<file path="config.mk">
export PLATFORM = sky130hd
export DESIGN_NAME = hbridge_drive_protect
export DESIGN_NICKNAME = d
export VERILOG_FILES = /design/src/bridge_pkg.sv /design/src/half_bridge_leg.sv /design/src/hbridge_drive_protect.sv
export VERILOG_INCLUDE_DIRS = /design/src /design/src/src
export SDC_FILE = /design/constraint.sdc
export NUM_CORES = 1
export LEC_CHECK = 0
export BUFFER_PORTS_ARGS = -buffer_cell sky130_fd_sc_hd__buf_2
export CAP_MARGIN = 20
export CORE_MARGIN = 3
export CORE_UTILIZATION = 48
export DETAILED_ROUTE_END_ITERATION = 12
export PLACE_DENSITY = 0.79
export SYNTH_ARGS = -nofsm -noshare
export SYNTH_HDL_FRONTEND = slang
export SYNTH_HIERARCHICAL = 1
export SYNTH_SLANG_ARGS = --single-unit
export TNS_END_PERCENT = 1
</file>
<file path="constraint.sdc">
create_clock -name mclk -period 3.3 [get_ports mclk]
set_clock_uncertainty 0.15 [all_clocks]
set_input_delay 0.33 -clock mclk [delete_from_list [all_inputs] [get_ports mclk]]
set_output_delay 0.33 -clock mclk [all_outputs]
set_load 0.05 [all_outputs]
</file>
<file path="src/bridge_params.svh">
// Constants for the H-bridge drive and protection block.
// Assumes a 20 MHz core clock and an AXI4-Lite register bus.
`ifndef BRIDGE_PARAMS_SVH
`define BRIDGE_PARAMS_SVH

`define CLK_PERIOD_NS 50
`define SHORT_OFF_DELAY_NS 1000
`define SHORT_OFF_CYCLES \
  (((`SHORT_OFF_DELAY_NS + `CLK_PERIOD_NS - 1) / `CLK_PERIOD_NS) < 1 ? 1 : \
  ((`SHORT_OFF_DELAY_NS + `CLK_PERIOD_NS - 1) / `CLK_PERIOD_NS))
`define DEAD_CYCLES 2

`define CSR_ADDR 8'h21
`define CSR_RESET 8'h00
`define BIT_EN 0
`define BIT_PWMSEL 1
`define BIT_LEFT 2
`define BIT_RIGHT 3
`define BIT_DIR 4
`define BIT_SHORT 5
`define BIT_OVT 6
`define BIT_IRQEN 7

`define RESP_OKAY 2'h0
`define RESP_SLVERR 2'h2

`endif

</file>
<file path="src/bridge_pkg.sv">
// Types shared by the H-bridge drive and protection block.
// Assumes bridge_params.svh supplies the numeric constants.
package bridge_pkg;
  typedef enum logic [2:0] {
    MODE_DIRECT = 3'b000,
    MODE_UP = 3'b001,
    MODE_DOWN = 3'b010,
    MODE_SYM = 3'b011,
    MODE_DUAL = 3'b100
  } drive_mode_t;

  typedef enum logic [1:0] {
    LEG_OFF = 2'b00,
    LEG_HIGH = 2'b01,
    LEG_LOW = 2'b10,
    LEG_WAIT = 2'b11
  } leg_state_t;
endpackage

</file>
<file path="src/half_bridge_leg.sv">
// One half bridge with break-before-make gate sequencing.
// Assumes the requested side arrives as a level; gate feedback is a level.
`timescale 1ns/1ps
`include "bridge_params.svh"

module half_bridge_leg
  import bridge_pkg::*;
#(
  parameter int DEAD = `DEAD_CYCLES
)
(
  // Clock and reset
  input wire logic mclk,
  input wire logic reset_n,
  // Request
  input wire logic wantHigh,
  input wire logic wantLow,
  // Gate confirmation
  input wire logic highSeenOn,
  input wire logic lowSeenOn,
  // Gates
  output logic gateHigh,
  output logic gateLow
);
  import bridge_pkg::*;

  initial
  begin
    if (DEAD < 1 || DEAD > 255)
      $error("DEAD out of range");
  end

  typedef struct packed {
    leg_state_t st;
    logic [7:0] cnt;
  } leg_t;

  leg_t cur_reg, cur_next;

  // Switch only after the opposite gate is confirmed off plus a gap
  always_comb
  begin
    cur_next = cur_reg;
    case (cur_reg.st)
      LEG_OFF:
      begin
        if ((wantHigh && !lowSeenOn) || (wantLow && !highSeenOn))
        begin
          cur_next.st = LEG_WAIT;
          cur_next.cnt = 8'(DEAD);
        end
      end
      LEG_WAIT:
      begin
        if (!(wantHigh || wantLow))
          cur_next.st = LEG_OFF;
        else if (cur_reg.cnt > 8'h01)
          cur_next.cnt = cur_reg.cnt - 8'h01;
        else if (wantHigh && !lowSeenOn)
          cur_next.st = LEG_HIGH;
        else if (wantLow && !highSeenOn)
          cur_next.st = LEG_LOW;
      end
      LEG_HIGH:
      begin
        if (!wantHigh)
          cur_next.st = LEG_OFF;
      end
      LEG_LOW:
      begin
        if (!wantLow)
          cur_next.st = LEG_OFF;
      end
      default:
        cur_next.st = LEG_OFF;
    endcase
  end

  always_ff @(posedge mclk or negedge reset_n)
  begin
    if (!reset_n)
      cur_reg <= '0;
    else
      cur_reg <= cur_next;
  end

  // Outputs drop at once when the request goes away
  assign gateHigh = (cur_reg.st == LEG_HIGH) && wantHigh;
  assign gateLow = (cur_reg.st == LEG_LOW) && wantLow;

  a_no_shoot: assert property (@(posedge mclk) disable iff (!reset_n)
    !(gateHigh && gateLow))
    else $error("both gates of one leg on");
endmodule

</file>
<file path="src/hbridge_drive_protect.sv">
// H-bridge control, PWM mode mux, short and overheat protection.
// Assumes synchronous detector inputs and an AXI4-Lite master.
//
// Operation
// - Enable clear forces all four gates low.
// - Enable resets to zero on any reset.
// - Short flag is the OR of four switch overcurrent detectors.
// - Short flag is set by hardware only, never by writes.
// - Overcurrent sets short flag; that switch turns off after a delay.
// - Bridge stays off while short flag is set.
// - Clearing enable clears short flag; re-enable retries.
// - Rising short flag raises interrupt when enabled.
// - Overheat sets overheat flag and turns all switches off.
// - Rising overheat flag raises interrupt when enabled.
// - Bridge stays off while overheat flag is set.
// - Overheat flag clears only by clearing enable.
// - Never both switches of a half bridge on; break before make.
// - Flags behave the same in any output state.
// - Enabling interrupts with a flag already set raises request.
// - Clearing enable clears the pending interrupt request.
// - Direct mode drives each half from its control bit.
// - Brake modes: PWM A switches one side, other side fixed.
// - Symmetrical mode: PWM A drives both sides complementary.
// - Dual mode: PWM A left half, PWM B right half.
// - Gate at 1 means switch on.
// - PWM select plus two control bits choose the drive mode.
// - Direction takes effect at next rising PWM edge only.
// - Control/status bit layout from bit 0; resets to zero.
`timescale 1ns/1ps
`include "bridge_params.svh"

module hbridge_drive_protect
  import bridge_pkg::*;
#(
  parameter int SHORT_OFF = `SHORT_OFF_CYCLES,
  parameter int DEAD = `DEAD_CYCLES
)
(
  // Clock and reset
  input wire logic mclk,
  input wire logic reset_n,
  // AXI4-Lite write address
  input wire logic [31:0] awaddr,
  input wire logic awvalid,
  output logic awready,
  // AXI4-Lite write data
  input wire logic [31:0] wdata,
  input wire logic [3:0] wstrb,
  input wire logic wvalid,
  output logic wready,
  // AXI4-Lite write response
  output logic [1:0] bresp,
  output logic bvalid,
  input wire logic bready,
  // AXI4-Lite read
  input wire logic [31:0] araddr,
  input wire logic arvalid,
  output logic arready,
  output logic [31:0] rdata,
  output logic [1:0] rresp,
  output logic rvalid,
  input wire logic rready,
  // PWM generator lines
  input wire logic pwmLineA,
  input wire logic pwmLineB,
  // Protection inputs
  input wire logic [3:0] perSwitchOvercurrent,
  input wire logic overheatWarn,
  // Gate feedback, high when a gate is seen on
  input wire logic [3:0] gateSeenOn,
  // Gate drives
  output logic gateHighLeft,
  output logic gateLowLeft,
  output logic gateHighRight,
  output logic gateLowRight,
  // Interrupt request
  output logic faultIrq
);
  import bridge_pkg::*;

  initial
  begin
    if (SHORT_OFF < 1 || SHORT_OFF > 255)
      $error("SHORT_OFF out of range");
  end

  function automatic logic addrHit(input logic [31:0] a);
    return a[31:2] == 30'(`CSR_ADDR);
  endfunction

  typedef struct packed {
    logic enable;
    logic pwmSel;
    logic leftCtrl;
    logic rightCtrl;
    logic dirWritten;
    logic dirActive;
    logic shortFlag;
    logic overheatFlag;
    logic irqEnable;
    logic irq;
    logic pwmAPrev;
    logic pwmBPrev;
    logic [3:0] swOff;
    logic [3:0][7:0] ocCnt;
    logic awHeld;
    logic [31:0] awHeldAddr;
    logic wHeld;
    logic [31:0] wHeldData;
    logic [3:0] wHeldStrb;
    logic bValid;
    logic [1:0] bResp;
    logic rValid;
    logic [31:0] rData;
    logic [1:0] rResp;
  } state_t;

  state_t cur_reg, cur_next;
  drive_mode_t mode;
  logic [3:0] want;
  logic [3:0] gates;
  logic [7:0] csrView;
  logic pwmRise;
  logic doWrite;
  logic [31:0] wrAddr;
  logic [31:0] wrData;
  logic [3:0] wrStrb;
  logic wrOk;
  logic enClear;
  logic anyOc;

  always_comb
  begin
    if (!cur_reg.pwmSel)
      mode = MODE_DIRECT;
    else
      case ({cur_reg.leftCtrl, cur_reg.rightCtrl})
        2'b00: mode = MODE_UP;
        2'b01: mode = MODE_DOWN;
        2'b10: mode = MODE_SYM;
        default: mode = MODE_DUAL;
      endcase
  end

  assign csrView = {cur_reg.irqEnable, cur_reg.overheatFlag,
                    cur_reg.shortFlag, cur_reg.dirWritten, cur_reg.rightCtrl,
                    cur_reg.leftCtrl, cur_reg.pwmSel, cur_reg.enable};

  // Rising edge of the line that drives the bridge latches direction
  assign pwmRise = (pwmLineA && !cur_reg.pwmAPrev)
                   || (mode == MODE_DUAL && pwmLineB && !cur_reg.pwmBPrev);

  // Requested gates, order {highL, lowL, highR, lowR}
  always_comb
  begin
    want = 4'h0;
    case (mode)
      MODE_DIRECT:
        want = {cur_reg.leftCtrl, !cur_reg.leftCtrl,
                cur_reg.rightCtrl, !cur_reg.rightCtrl};
      MODE_UP:
        if (!pwmLineA)
          want = 4'b1010;
        else if (!cur_reg.dirActive)
          want = 4'b1001;
        else
          want = 4'b0110;
      MODE_DOWN:
        if (!pwmLineA)
          want = 4'b0101;
        else if (!cur_reg.dirActive)
          want = 4'b1001;
        else
          want = 4'b0110;
      MODE_SYM:
        if (pwmLineA ^ cur_reg.dirActive)
          want = 4'b1001;
        else
          want = 4'b0110;
      MODE_DUAL:
        want = {pwmLineA, !pwmLineA, pwmLineB, !pwmLineB};
      default:
        want = 4'h0;
    endcase
    if (!cur_reg.enable || cur_reg.shortFlag || cur_reg.overheatFlag)
      want = 4'h0;
    want = want & ~cur_reg.swOff;
  end

  half_bridge_leg #(.DEAD(DEAD)) u_left (
    .mclk(mclk),
    .reset_n(reset_n),
    .wantHigh(want[3]),
    .wantLow(want[2]),
    .highSeenOn(gateSeenOn[3]),
    .lowSeenOn(gateSeenOn[2]),
    .gateHigh(gates[3]),
    .gateLow(gates[2])
  );

  half_bridge_leg #(.DEAD(DEAD)) u_right (
    .mclk(mclk),
    .reset_n(reset_n),
    .wantHigh(want[1]),
    .wantLow(want[0]),
    .highSeenOn(gateSeenOn[1]),
    .lowSeenOn(gateSeenOn[0]),
    .gateHigh(gates[1]),
    .gateLow(gates[0])
  );

  assign gateHighLeft = gates[3];
  assign gateLowLeft = gates[2];
  assign gateHighRight = gates[1];
  assign gateLowRight = gates[0];

  // Write takes address and data in either order
  assign wrAddr = cur_reg.awHeld ? cur_reg.awHeldAddr : awaddr;
  assign wrData = cur_reg.wHeld ? cur_reg.wHeldData : wdata;
  assign wrStrb = cur_reg.wHeld ? cur_reg.wHeldStrb : wstrb;
  assign doWrite = (cur_reg.awHeld || awvalid) && (cur_reg.wHeld || wvalid)
                   && !cur_reg.bValid;
  assign wrOk = addrHit(wrAddr);
  assign enClear = doWrite && wrOk && wrStrb[0]
                   && !wrData[`BIT_EN] && cur_reg.enable;
  assign anyOc = |perSwitchOvercurrent;

  assign awready = !cur_reg.awHeld && !cur_reg.bValid;
  assign wready = !cur_reg.wHeld && !cur_reg.bValid;
  assign arready = !cur_reg.rValid;

  always_comb
  begin
    cur_next = cur_reg;
    cur_next.pwmAPrev = pwmLineA;
    cur_next.pwmBPrev = pwmLineB;
    if (pwmRise)
      cur_next.dirActive = cur_reg.dirWritten;

    // Per-switch overcurrent: turn that switch off after the delay
    for (int i = 0; i < 4; i++)
    begin
      if (!perSwitchOvercurrent[i] || !cur_reg.enable)
        cur_next.ocCnt[i] = 8'h00;
      else if (cur_reg.ocCnt[i] < 8'(SHORT_OFF))
        cur_next.ocCnt[i] = cur_reg.ocCnt[i] + 8'h01;
      if (cur_reg.enable && perSwitchOvercurrent[i]
          && cur_reg.ocCnt[i] >= 8'(SHORT_OFF - 1))
        cur_next.swOff[i] = 1'b1;
    end

    // Bus channels
    if (awvalid && awready)
    begin
      cur_next.awHeld = 1'b1;
      cur_next.awHeldAddr = awaddr;
    end
    if (wvalid && wready)
    begin
      cur_next.wHeld = 1'b1;
      cur_next.wHeldData = wdata;
      cur_next.wHeldStrb = wstrb;
    end
    if (doWrite)
    begin
      cur_next.awHeld = 1'b0;
      cur_next.wHeld = 1'b0;
      cur_next.bValid = 1'b1;
      cur_next.bResp = wrOk ? `RESP_OKAY : `RESP_SLVERR;
      if (wrOk && wrStrb[0])
      begin
        cur_next.enable = wrData[`BIT_EN];
        cur_next.pwmSel = wrData[`BIT_PWMSEL];
        cur_next.leftCtrl = wrData[`BIT_LEFT];
        cur_next.rightCtrl = wrData[`BIT_RIGHT];
        cur_next.dirWritten = wrData[`BIT_DIR];
        cur_next.irqEnable = wrData[`BIT_IRQEN];
        if (wrData[`BIT_IRQEN] && !cur_reg.irqEnable
            && (cur_reg.shortFlag || cur_reg.overheatFlag))
          cur_next.irq = 1'b1;
      end
    end
    if (cur_reg.bValid && bready)
      cur_next.bValid = 1'b0;

    if (arvalid && arready)
    begin
      cur_next.rValid = 1'b1;
      cur_next.rData = addrHit(araddr) ? {24'h0, csrView} : 32'h0;
      cur_next.rResp = addrHit(araddr) ? `RESP_OKAY : `RESP_SLVERR;
    end
    else if (cur_reg.rValid && rready)
      cur_next.rValid = 1'b0;

    // Fault flags; only hardware sets them, writes never do
    if (enClear)
    begin
      cur_next.shortFlag = 1'b0;
      cur_next.overheatFlag = 1'b0;
      cur_next.irq = 1'b0;
      cur_next.swOff = 4'h0;
    end
    else if (cur_reg.enable)
    begin
      if (anyOc)
        cur_next.shortFlag = 1'b1;
      if (overheatWarn)
        cur_next.overheatFlag = 1'b1;
      if (cur_next.irqEnable
          && ((anyOc && !cur_reg.shortFlag)
              || (overheatWarn && !cur_reg.overheatFlag)))
        cur_next.irq = 1'b1;
    end
  end

  always_ff @(posedge mclk or negedge reset_n)
  begin
    if (!reset_n)
      cur_reg <= '0;
    else
      cur_reg <= cur_next;
  end

  assign bvalid = cur_reg.bValid;
  assign bresp = cur_reg.bResp;
  assign rvalid = cur_reg.rValid;
  assign rdata = cur_reg.rData;
  assign rresp = cur_reg.rResp;
  assign faultIrq = cur_reg.irq;

  a_off_disabled: assert property (@(posedge mclk)
    disable iff (!reset_n) !cur_reg.enable |-> gates == 4'h0)
    else $error("gate on while disabled");
  a_off_fault: assert property (@(posedge mclk) disable iff (!reset_n)
    (cur_reg.shortFlag || cur_reg.overheatFlag) |-> gates == 4'h0)
    else $error("gate on during fault");
  a_short_set: assert property (@(posedge mclk) disable iff (!reset_n)
    (cur_reg.enable && anyOc && !enClear) |=> cur_reg.shortFlag)
    else $error("short flag not set");
  a_ovt_set: assert property (@(posedge mclk) disable iff (!reset_n)
    (cur_reg.enable && overheatWarn && !enClear) |=> cur_reg.overheatFlag)
    else $error("overheat flag not set");
  a_clear_all: assert property (@(posedge mclk) disable iff (!reset_n)
    enClear |=> !cur_reg.shortFlag && !cur_reg.overheatFlag && !faultIrq)
    else $error("enable clear left state");
  a_irq_rise: assert property (@(posedge mclk) disable iff (!reset_n)
    (cur_reg.enable && cur_reg.irqEnable && !enClear && !doWrite
     && anyOc && !cur_reg.shortFlag) |=> faultIrq)
    else $error("no irq on short");
  a_dir_hold: assert property (@(posedge mclk) disable iff (!reset_n)
    !pwmRise |=> $stable(cur_reg.dirActive))
    else $error("direction changed without edge");
  a_dual_left: assert property (@(posedge mclk) disable iff (!reset_n)
    (mode == MODE_DUAL && cur_reg.enable && !cur_reg.shortFlag
     && !cur_reg.overheatFlag && cur_reg.swOff == 4'h0)
    |-> want[3:2] == {pwmLineA, !pwmLineA})
    else $error("dual mode left wrong");
  a_flag_ro: assert property (@(posedge mclk) disable iff (!reset_n)
    (!cur_reg.shortFlag && !(cur_reg.enable && anyOc)) |=> !cur_reg.shortFlag)
    else $error("short flag set by write");

  c_short: cover property (@(posedge mclk) disable iff (!reset_n)
    $rose(cur_reg.shortFlag));
  c_ovt_irq: cover property (@(posedge mclk) disable iff (!reset_n)
    $rose(faultIrq) && cur_reg.overheatFlag);
  c_dir: cover property (@(posedge mclk) disable iff (!reset_n)
    $changed(cur_reg.dirActive));
  c_sym: cover property (@(posedge mclk) disable iff (!reset_n)
    mode == MODE_SYM && gates != 4'h0);
endmodule

</file>
==> results of run 1 <==
==> what timing repair did <==
action,4_1_cts,5_1_grt
hold buffers,6,1
cloned,0,0
resized for setup,6,18
pin swaps,0,1
hold endpoints to repair,64,1
setup endpoints to repair,17,24
==> synthesized netlist by cell type, types with 8 or more instances <==
cell type    n
nand4_1     10
xor2_1       8
nor2_1      42
dfrtp_1    119
and3_1      12
nor2b_1      8
o21ai_0     12
inv_1       24
nand2_1     40
mux2i_1     27
nor4_1      14
buf_4       38
a21oi_1     16
mux2_2      40
nor3_1      11
ha_1        22
nand2b_1    17
clkbuf_1    13
a22o_1       8
==> layer usage <==
layer / up-vias / GRT usage / wire, µm
li1: 2317 / - / -
met1: 2330 / 0.236 / 5760
met2: 130 / 0.339 / 7200
met3: 27 / 0.0681 / 841
met4: 0 / 0.0749 / 282
met5: - / 0 / 0
==> path summary, 6_finish.rpt <==
| path | startpoint | endpoint | slack (ns) | depth (start not counted) |
|---|---|---|---|---|
| max | csrView[2]$_DFFE_PN0P_ | gateHighRight | 0.14 | 9 |
| min in group asynchronous | reset_n | rresp[1]$_DFFE_PN0P_ | 0.40 | 2 |
| min | awaddr[29] | cur_reg[104]$_DFFE_PN0P_ | 0.02 | 2 |
| min reg2reg | cur_reg[96]$_DFFE_PN0P_ | cur_reg[96]$_DFFE_PN0P_ | 0.35 | 1 |
| max in group asynchronous | reset_n | cur_reg[142]$_DFFE_PN0P_ | 1.69 | 3 |
| max reg2reg | csrView[2]$_DFFE_PN0P_ | u_right/cur_reg[9]$_DFFE_PN0P_ | 0.15 | 13 |
==> cell families (layout without fill, tap and decap cells) <==
family          after synthesis  count (layout)
compound gates               94              94
xor+xnor                     12              12
fa+ha+maj                    22              22
buf+inv                      77             184
flops                       119             119
mux                          72              72
other cells                   1              26
simple gates                198             198
==> final cells by class <==
class / instances / area share
multi-input cells: 424 / 0.412
flip-flops and latches: 119 / 0.384
repair buffers: 130 / 0.0958
clock buffers: 21 / 0.0581
well taps: 172 / 0.0277
inverters: 24 / 0.0116
clock inverters: 9 / 0.0103
==> where the power goes <==
part,internal (mW),total (mW),switching (mW)
combinational,0.541,1.16,0.617
sequential,1.75,1.96,0.211
clock,1.04,1.67,0.631
total,3.33,4.78,1.46
==> critical path, cell delays in order, from the launching register on <==
cell       delay (ns)
dfrtp_1          0.40
buf_4            0.13
ha_1             0.26
nor4b_2          0.30
nand2_1          0.12
o21a_1           0.13
a2111oi_2        0.37
buf_4            0.19
and2_1           0.14
clkbuf_4         0.23
==> stage by stage <==
stage / worst slack, ns / TNS, ns / utilization / area, µm² / hold slack, ns
final: 0.138 / 0 / 0.605 / 7760 / 0.0177
after global routing: -0.0771 / -0.262 / 0.605 / 7760 / 0.00151
after CTS: 0.0253 / 0 / 0.598 / 7670 / 0.00285
after detailed placement: -0.139 / -0.724 / 0.549 / 7040 / 0.297
after global placement: 0.00123 / 0 / 0.549 / 7040 / 0.285
after floorplan: -0.00878 / -0.0176 / - / 6510 / -0.116
==> results.yml, run 1 <==
logic_synthesis:
  synth_top_family_by_area: "simple AND/OR/NAND/NOR gates"
  ys_warn_count: 6
  synth-compound-area-share: 0.109
  synthAdderAreaFrac: 0.0430
  async_flop_share: 1.00
  synthMuxAreaShare: 0.124
  netlist.area_leader.share: 0.465
  netlist_instances: 595
  synth_xor_area_frac: 0.0164
  synthDistinctLibCells: 64
  synth_edf_count: 0
  synth-seq-area-share: 0.465
  synth.avg_cell_area_um2: 10.8
  ys.flop_type: "dfrtp_1"
  yosys.area_share.simple: 0.173
  syn_area_um2: 6400
  synth_top_area_cell: "dfrtp_1"
  ys_top_cells_by_area: "dfrtp_1 47%, mux2_2 7.0%, buf_4 4.5%"
  synth_seq_cells: 119
final_layout:
  register_area_um2: 2980
  layout_common_cells: "119 x dfrtp_1, 100 x buf_2, 41 x nor2_1"
  fillers: 1032
  largest_register_ffs: 78
  instances_no_fill: 899
  layout_commonest_cell: "dfrtp_1"
  syn_to_final_growth_pct: 21.1
  final_nets: 856
  drive_above_1_share: 0.322
  insertedDiodeCount: 0
  multi_input_area_um2: 3200
timing:
  min_period_ns: 3.16
  slew_headroom: 0.495
  setup_viol: 0
  min_period_over_period: 0.958
  hold_viol_final: 0
  rsz0062_at_grt: "true"
  worst_pin_slew_ns: 0.758
  maxSlewViolCount: 0
  max_clock_freq_ghz: 0.316
clock_tree:
  cts_setup_buffers: 0
  clk_path_buf_depth: 2
  clock-sinks: 119
  clk_pin_slew_ns: 0.05
  insertion_delay_ns: 0.41
  numCtsBuffers: 17
  cts_root_buffer: "clkbuf_16"
  h-tree-depth: 4
  cts_tree: "done"
placement:
  place_inst: 862
  io_buffers: 104
  hpwlAfterDp_um: 10200
  routabilityCongestion: 0.822
critical_path:
  worst-setup-path-type: "reg -> out"
  required_ns: 2.82
  critical_path_arrival_ns: 2.68
  cp_max_fo: 6
  endpoint_kind: "output port"
  start_kind: "register"
detailed_routing:
  wl_um: 14100
  postRouteAntennaNets: 0
  num_vias: 4804
  drc: 0
  dr.pass1.iters: 4
  drt-wirelength-per-cell_um: 15.7
  routed_via_density: 5.34
  dr.first_iter.drc_count: 335
power:
  leakagePower_nw: 3.63
  p_total_mw: 4.78
  ir_drop_mv: 0.535
  power_density_nw_per_um2: 617
floorplan:
  num_io_pins: 164
  die_h_um: 121
  dieArea_um2: 14800
  die_w_um: 121
  start_util: 0.499
  core_um2: 12800
  fp-row-count: 41
grt:
  grt_pass1_wl_um: 23300
  antenna_found_initial: 0
  grt_max_degree: 62
  grt_pass1_vias: 4984
  grt_usage: 0.200
  gr-total-overflow: 0
run:
  drv_cap: 0
outcome:
  status: "finished clean"
hold_path:
  hold_path_class: "in -> reg"
No activity file was read; power rests on OpenSTA's default activity.
==> inputs of run 2 (changes only) <==
--- a/config.mk
+++ b/config.mk
@@ -8,8 +8,10 @@
 export LEC_CHECK = 0
 export BUFFER_PORTS_ARGS = -buffer_cell sky130_fd_sc_hd__buf_2
 export CAP_MARGIN = 20
+export CELL_PAD_IN_SITES_DETAIL_PLACEMENT = 2
+export CELL_PAD_IN_SITES_GLOBAL_PLACEMENT = 2
 export CORE_MARGIN = 3
-export CORE_UTILIZATION = 48
+export CORE_UTILIZATION = 30
 export DETAILED_ROUTE_END_ITERATION = 12
 export PLACE_DENSITY = 0.79
 export SYNTH_ARGS = -nofsm -noshare
==> results.yml, run 2 (synthesis results as in run 1) <==
final_layout:
  multi_input_area_um2: 3300
  insertedDiodeCount: 0
  largest_register_ffs: 78
  fin_area_um2: 8310
  syn_to_final_growth_pct: 29.7
  layout_common_cells: "119 x dfrtp_1, 99 x buf_2, 41 x nor2_1"
  instances_no_fill: 1023
  register_area_um2: 2980
  drive_above_1_share: 0.353
  finalCoreUtilization: 0.403
  final_nets: 880
  layout_commonest_cell: "dfrtp_1"
  fillers: 2129
placement:
  io_buffers: 104
  hpwlAfterDp_um: 13700
  routabilityCongestion: 0.816
  place_inst: 973
  placed_area_um2: 7290
  dp_slack_ns: -0.350
floorplan:
  die_h_um: 152
  start_util: 0.310
  core_um2: 20600
  die_w_um: 152
  num_io_pins: 164
  dieArea_um2: 23100
  fp-row-count: 52
timing:
  slew_headroom: 0.459
  min_period_ns: 3.33
  hold_viol_final: 0
  max_clock_freq_ghz: 0.300
  maxSlewViolCount: 0
  setup_ws_ns: -0.0341
  min_period_over_period: 1.01
  rsz0062_at_grt: "true"
  setup_viol: 2
  timing.hold.ws_ns: 0.0148
  worst_pin_slew_ns: 0.808
  tns_ns: -0.0348
power:
  intPower_mw: 3.53
  p_sw_mw: 1.66
  leakagePower_nw: 3.82
  power.share.clock: 0.373
  power_density_nw_per_um2: 625
  p_total_mw: 5.19
  swShare: 0.320
  ir_drop_mv: 0.396
  p_seq_frac: 0.379
  comb_power_share: 0.247
clock_tree:
  h-tree-depth: 4
  clk_pin_slew_ns: 0.06
  cts_root_buffer: "clkbuf_16"
  numCtsBuffers: 17
  insertion_delay_ns: 0.42
  clock-sinks: 119
  cts_tree: "done"
  clk_path_buf_depth: 2
detailed_routing:
  dr.first_iter.drc_count: 190
  postRouteAntennaNets: 0
  wl_um: 20100
  routed_via_density: 5.00
  drc: 0
  dr.pass1.iters: 5
  drt-wirelength-per-cell_um: 19.7
  num_vias: 5116
critical_path:
  r2r_slack_ns: -0.03
  endpoint_kind: "register"
  rr_startpoint: "csrView[2]$_DFFE_PN0P_"
  required_ns: 3.48
  reg2reg_to: "u_left/cur_reg[5]$_DFFE_PN0P_"
  critical_path_arrival_ns: 3.52
  worst-setup-path-type: "reg -> reg"
  start_kind: "register"
  rr_worst_depth: 13
  cp_max_fo: 8
hold_path:
  worst_hold_path.endpoint: "cur_reg[102]$_DFFE_PN0P_"
  hold_path_class: "in -> reg"
  min_path_cells: 2
  hp-start: "awaddr[27]"
grt:
  grt_max_degree: 71
  antenna_found_initial: 1
  gr-total-overflow: 0
  grt_pass1_wl_um: 31600
  grt_usage: 0.168
  grt_pass1_vias: 6074
outcome:
  status: "complete, but fails checks"
  failed_checks: "negative setup slack"
run:
  drv_cap: 0
## run 2: cell types whose count changed in the layout (fill, tap and decap cells not counted), sizes merged
cell / change
buf: +19
bufinv: +2
clkbuf: -3
clkinvlp: -2
dlygate4sd3: +6
inv: +4
## run 2: cell type report
class / count / area share
multi-input combinational: 424 / 0.397
inverter: 24 / 0.0108
timing repair buffer: 154 / 0.120
clock inverter: 13 / 0.0202
clock buffer: 19 / 0.0533
sequential: 119 / 0.358
tap: 270 / 0.0407
## run 2: worst max-delay path: stages (launching register included)
cell and delay, ns:
dfrtp_1 0.40, inv_2 0.07, ha_4 0.32, buf_6 0.13
mux2i_4 0.22, mux2i_1 0.10, nor2_1 0.19, a21oi_2 0.07
a2111oi_4 0.41, clkbuf_16 0.21, and2b_2 0.19, o21ai_4 0.11
a2111oi_4 0.43, mux2i_1 0.26
## run 2: worst max path at each step
stage / end / slack [ns] / cells after the start / start
after floorplan: u_right/cur_reg[3]$_DFFE_PN0P_ / -0.009 / 12 / csrView[2]$_DFFE_PN0P_
after global placement: u_right/cur_reg[5]$_DFFE_PN0P_ / -0.09 / 10 / csrView[2]$_DFFE_PN0P_
after global routing: u_left/cur_reg[5]$_DFFE_PN0P_ / -0.20 / 13 / csrView[2]$_DFFE_PN0P_
after CTS: gateHighLeft / 0.004 / 11 / csrView[2]$_DFFE_PN0P_
after detailed placement: u_right/cur_reg[3]$_DFFE_PN0P_ / -0.35 / 10 / csrView[2]$_DFFE_PN0P_
final: u_left/cur_reg[5]$_DFFE_PN0P_ / -0.03 / 13 / csrView[2]$_DFFE_PN0P_
## run 2: timing repair
action	4_1_cts	5_1_grt
endpoints found under the hold margin	59	2
pin swaps	2	11
gates cloned	0	0
hold buffers	11	2
setup buffers	0	5
resized for setup	20	31
endpoints found under the setup margin	24	23
## run 2: power by group through the flow
stage          Combinational, mW  Sequential, mW  Clock (mW)
2_1_floorplan              0.942            1.93           0
3_3_place_gp                1.11            1.96           0
3_5_place_dp                1.21            1.99           0
4_1_cts                     1.25            1.97        1.96
5_1_grt                     1.40            2.02        2.06
6_report                    1.28            1.97        1.94
## run 2: per-layer routing
layer  share of wire  GRT usage  up-vias
li1                -          -     2352
met1            0.38      0.176     2626
met2            0.56      0.325      107
met3           0.044     0.0478       29
met4           0.016     0.0484        2
met5         0.00035          0        -
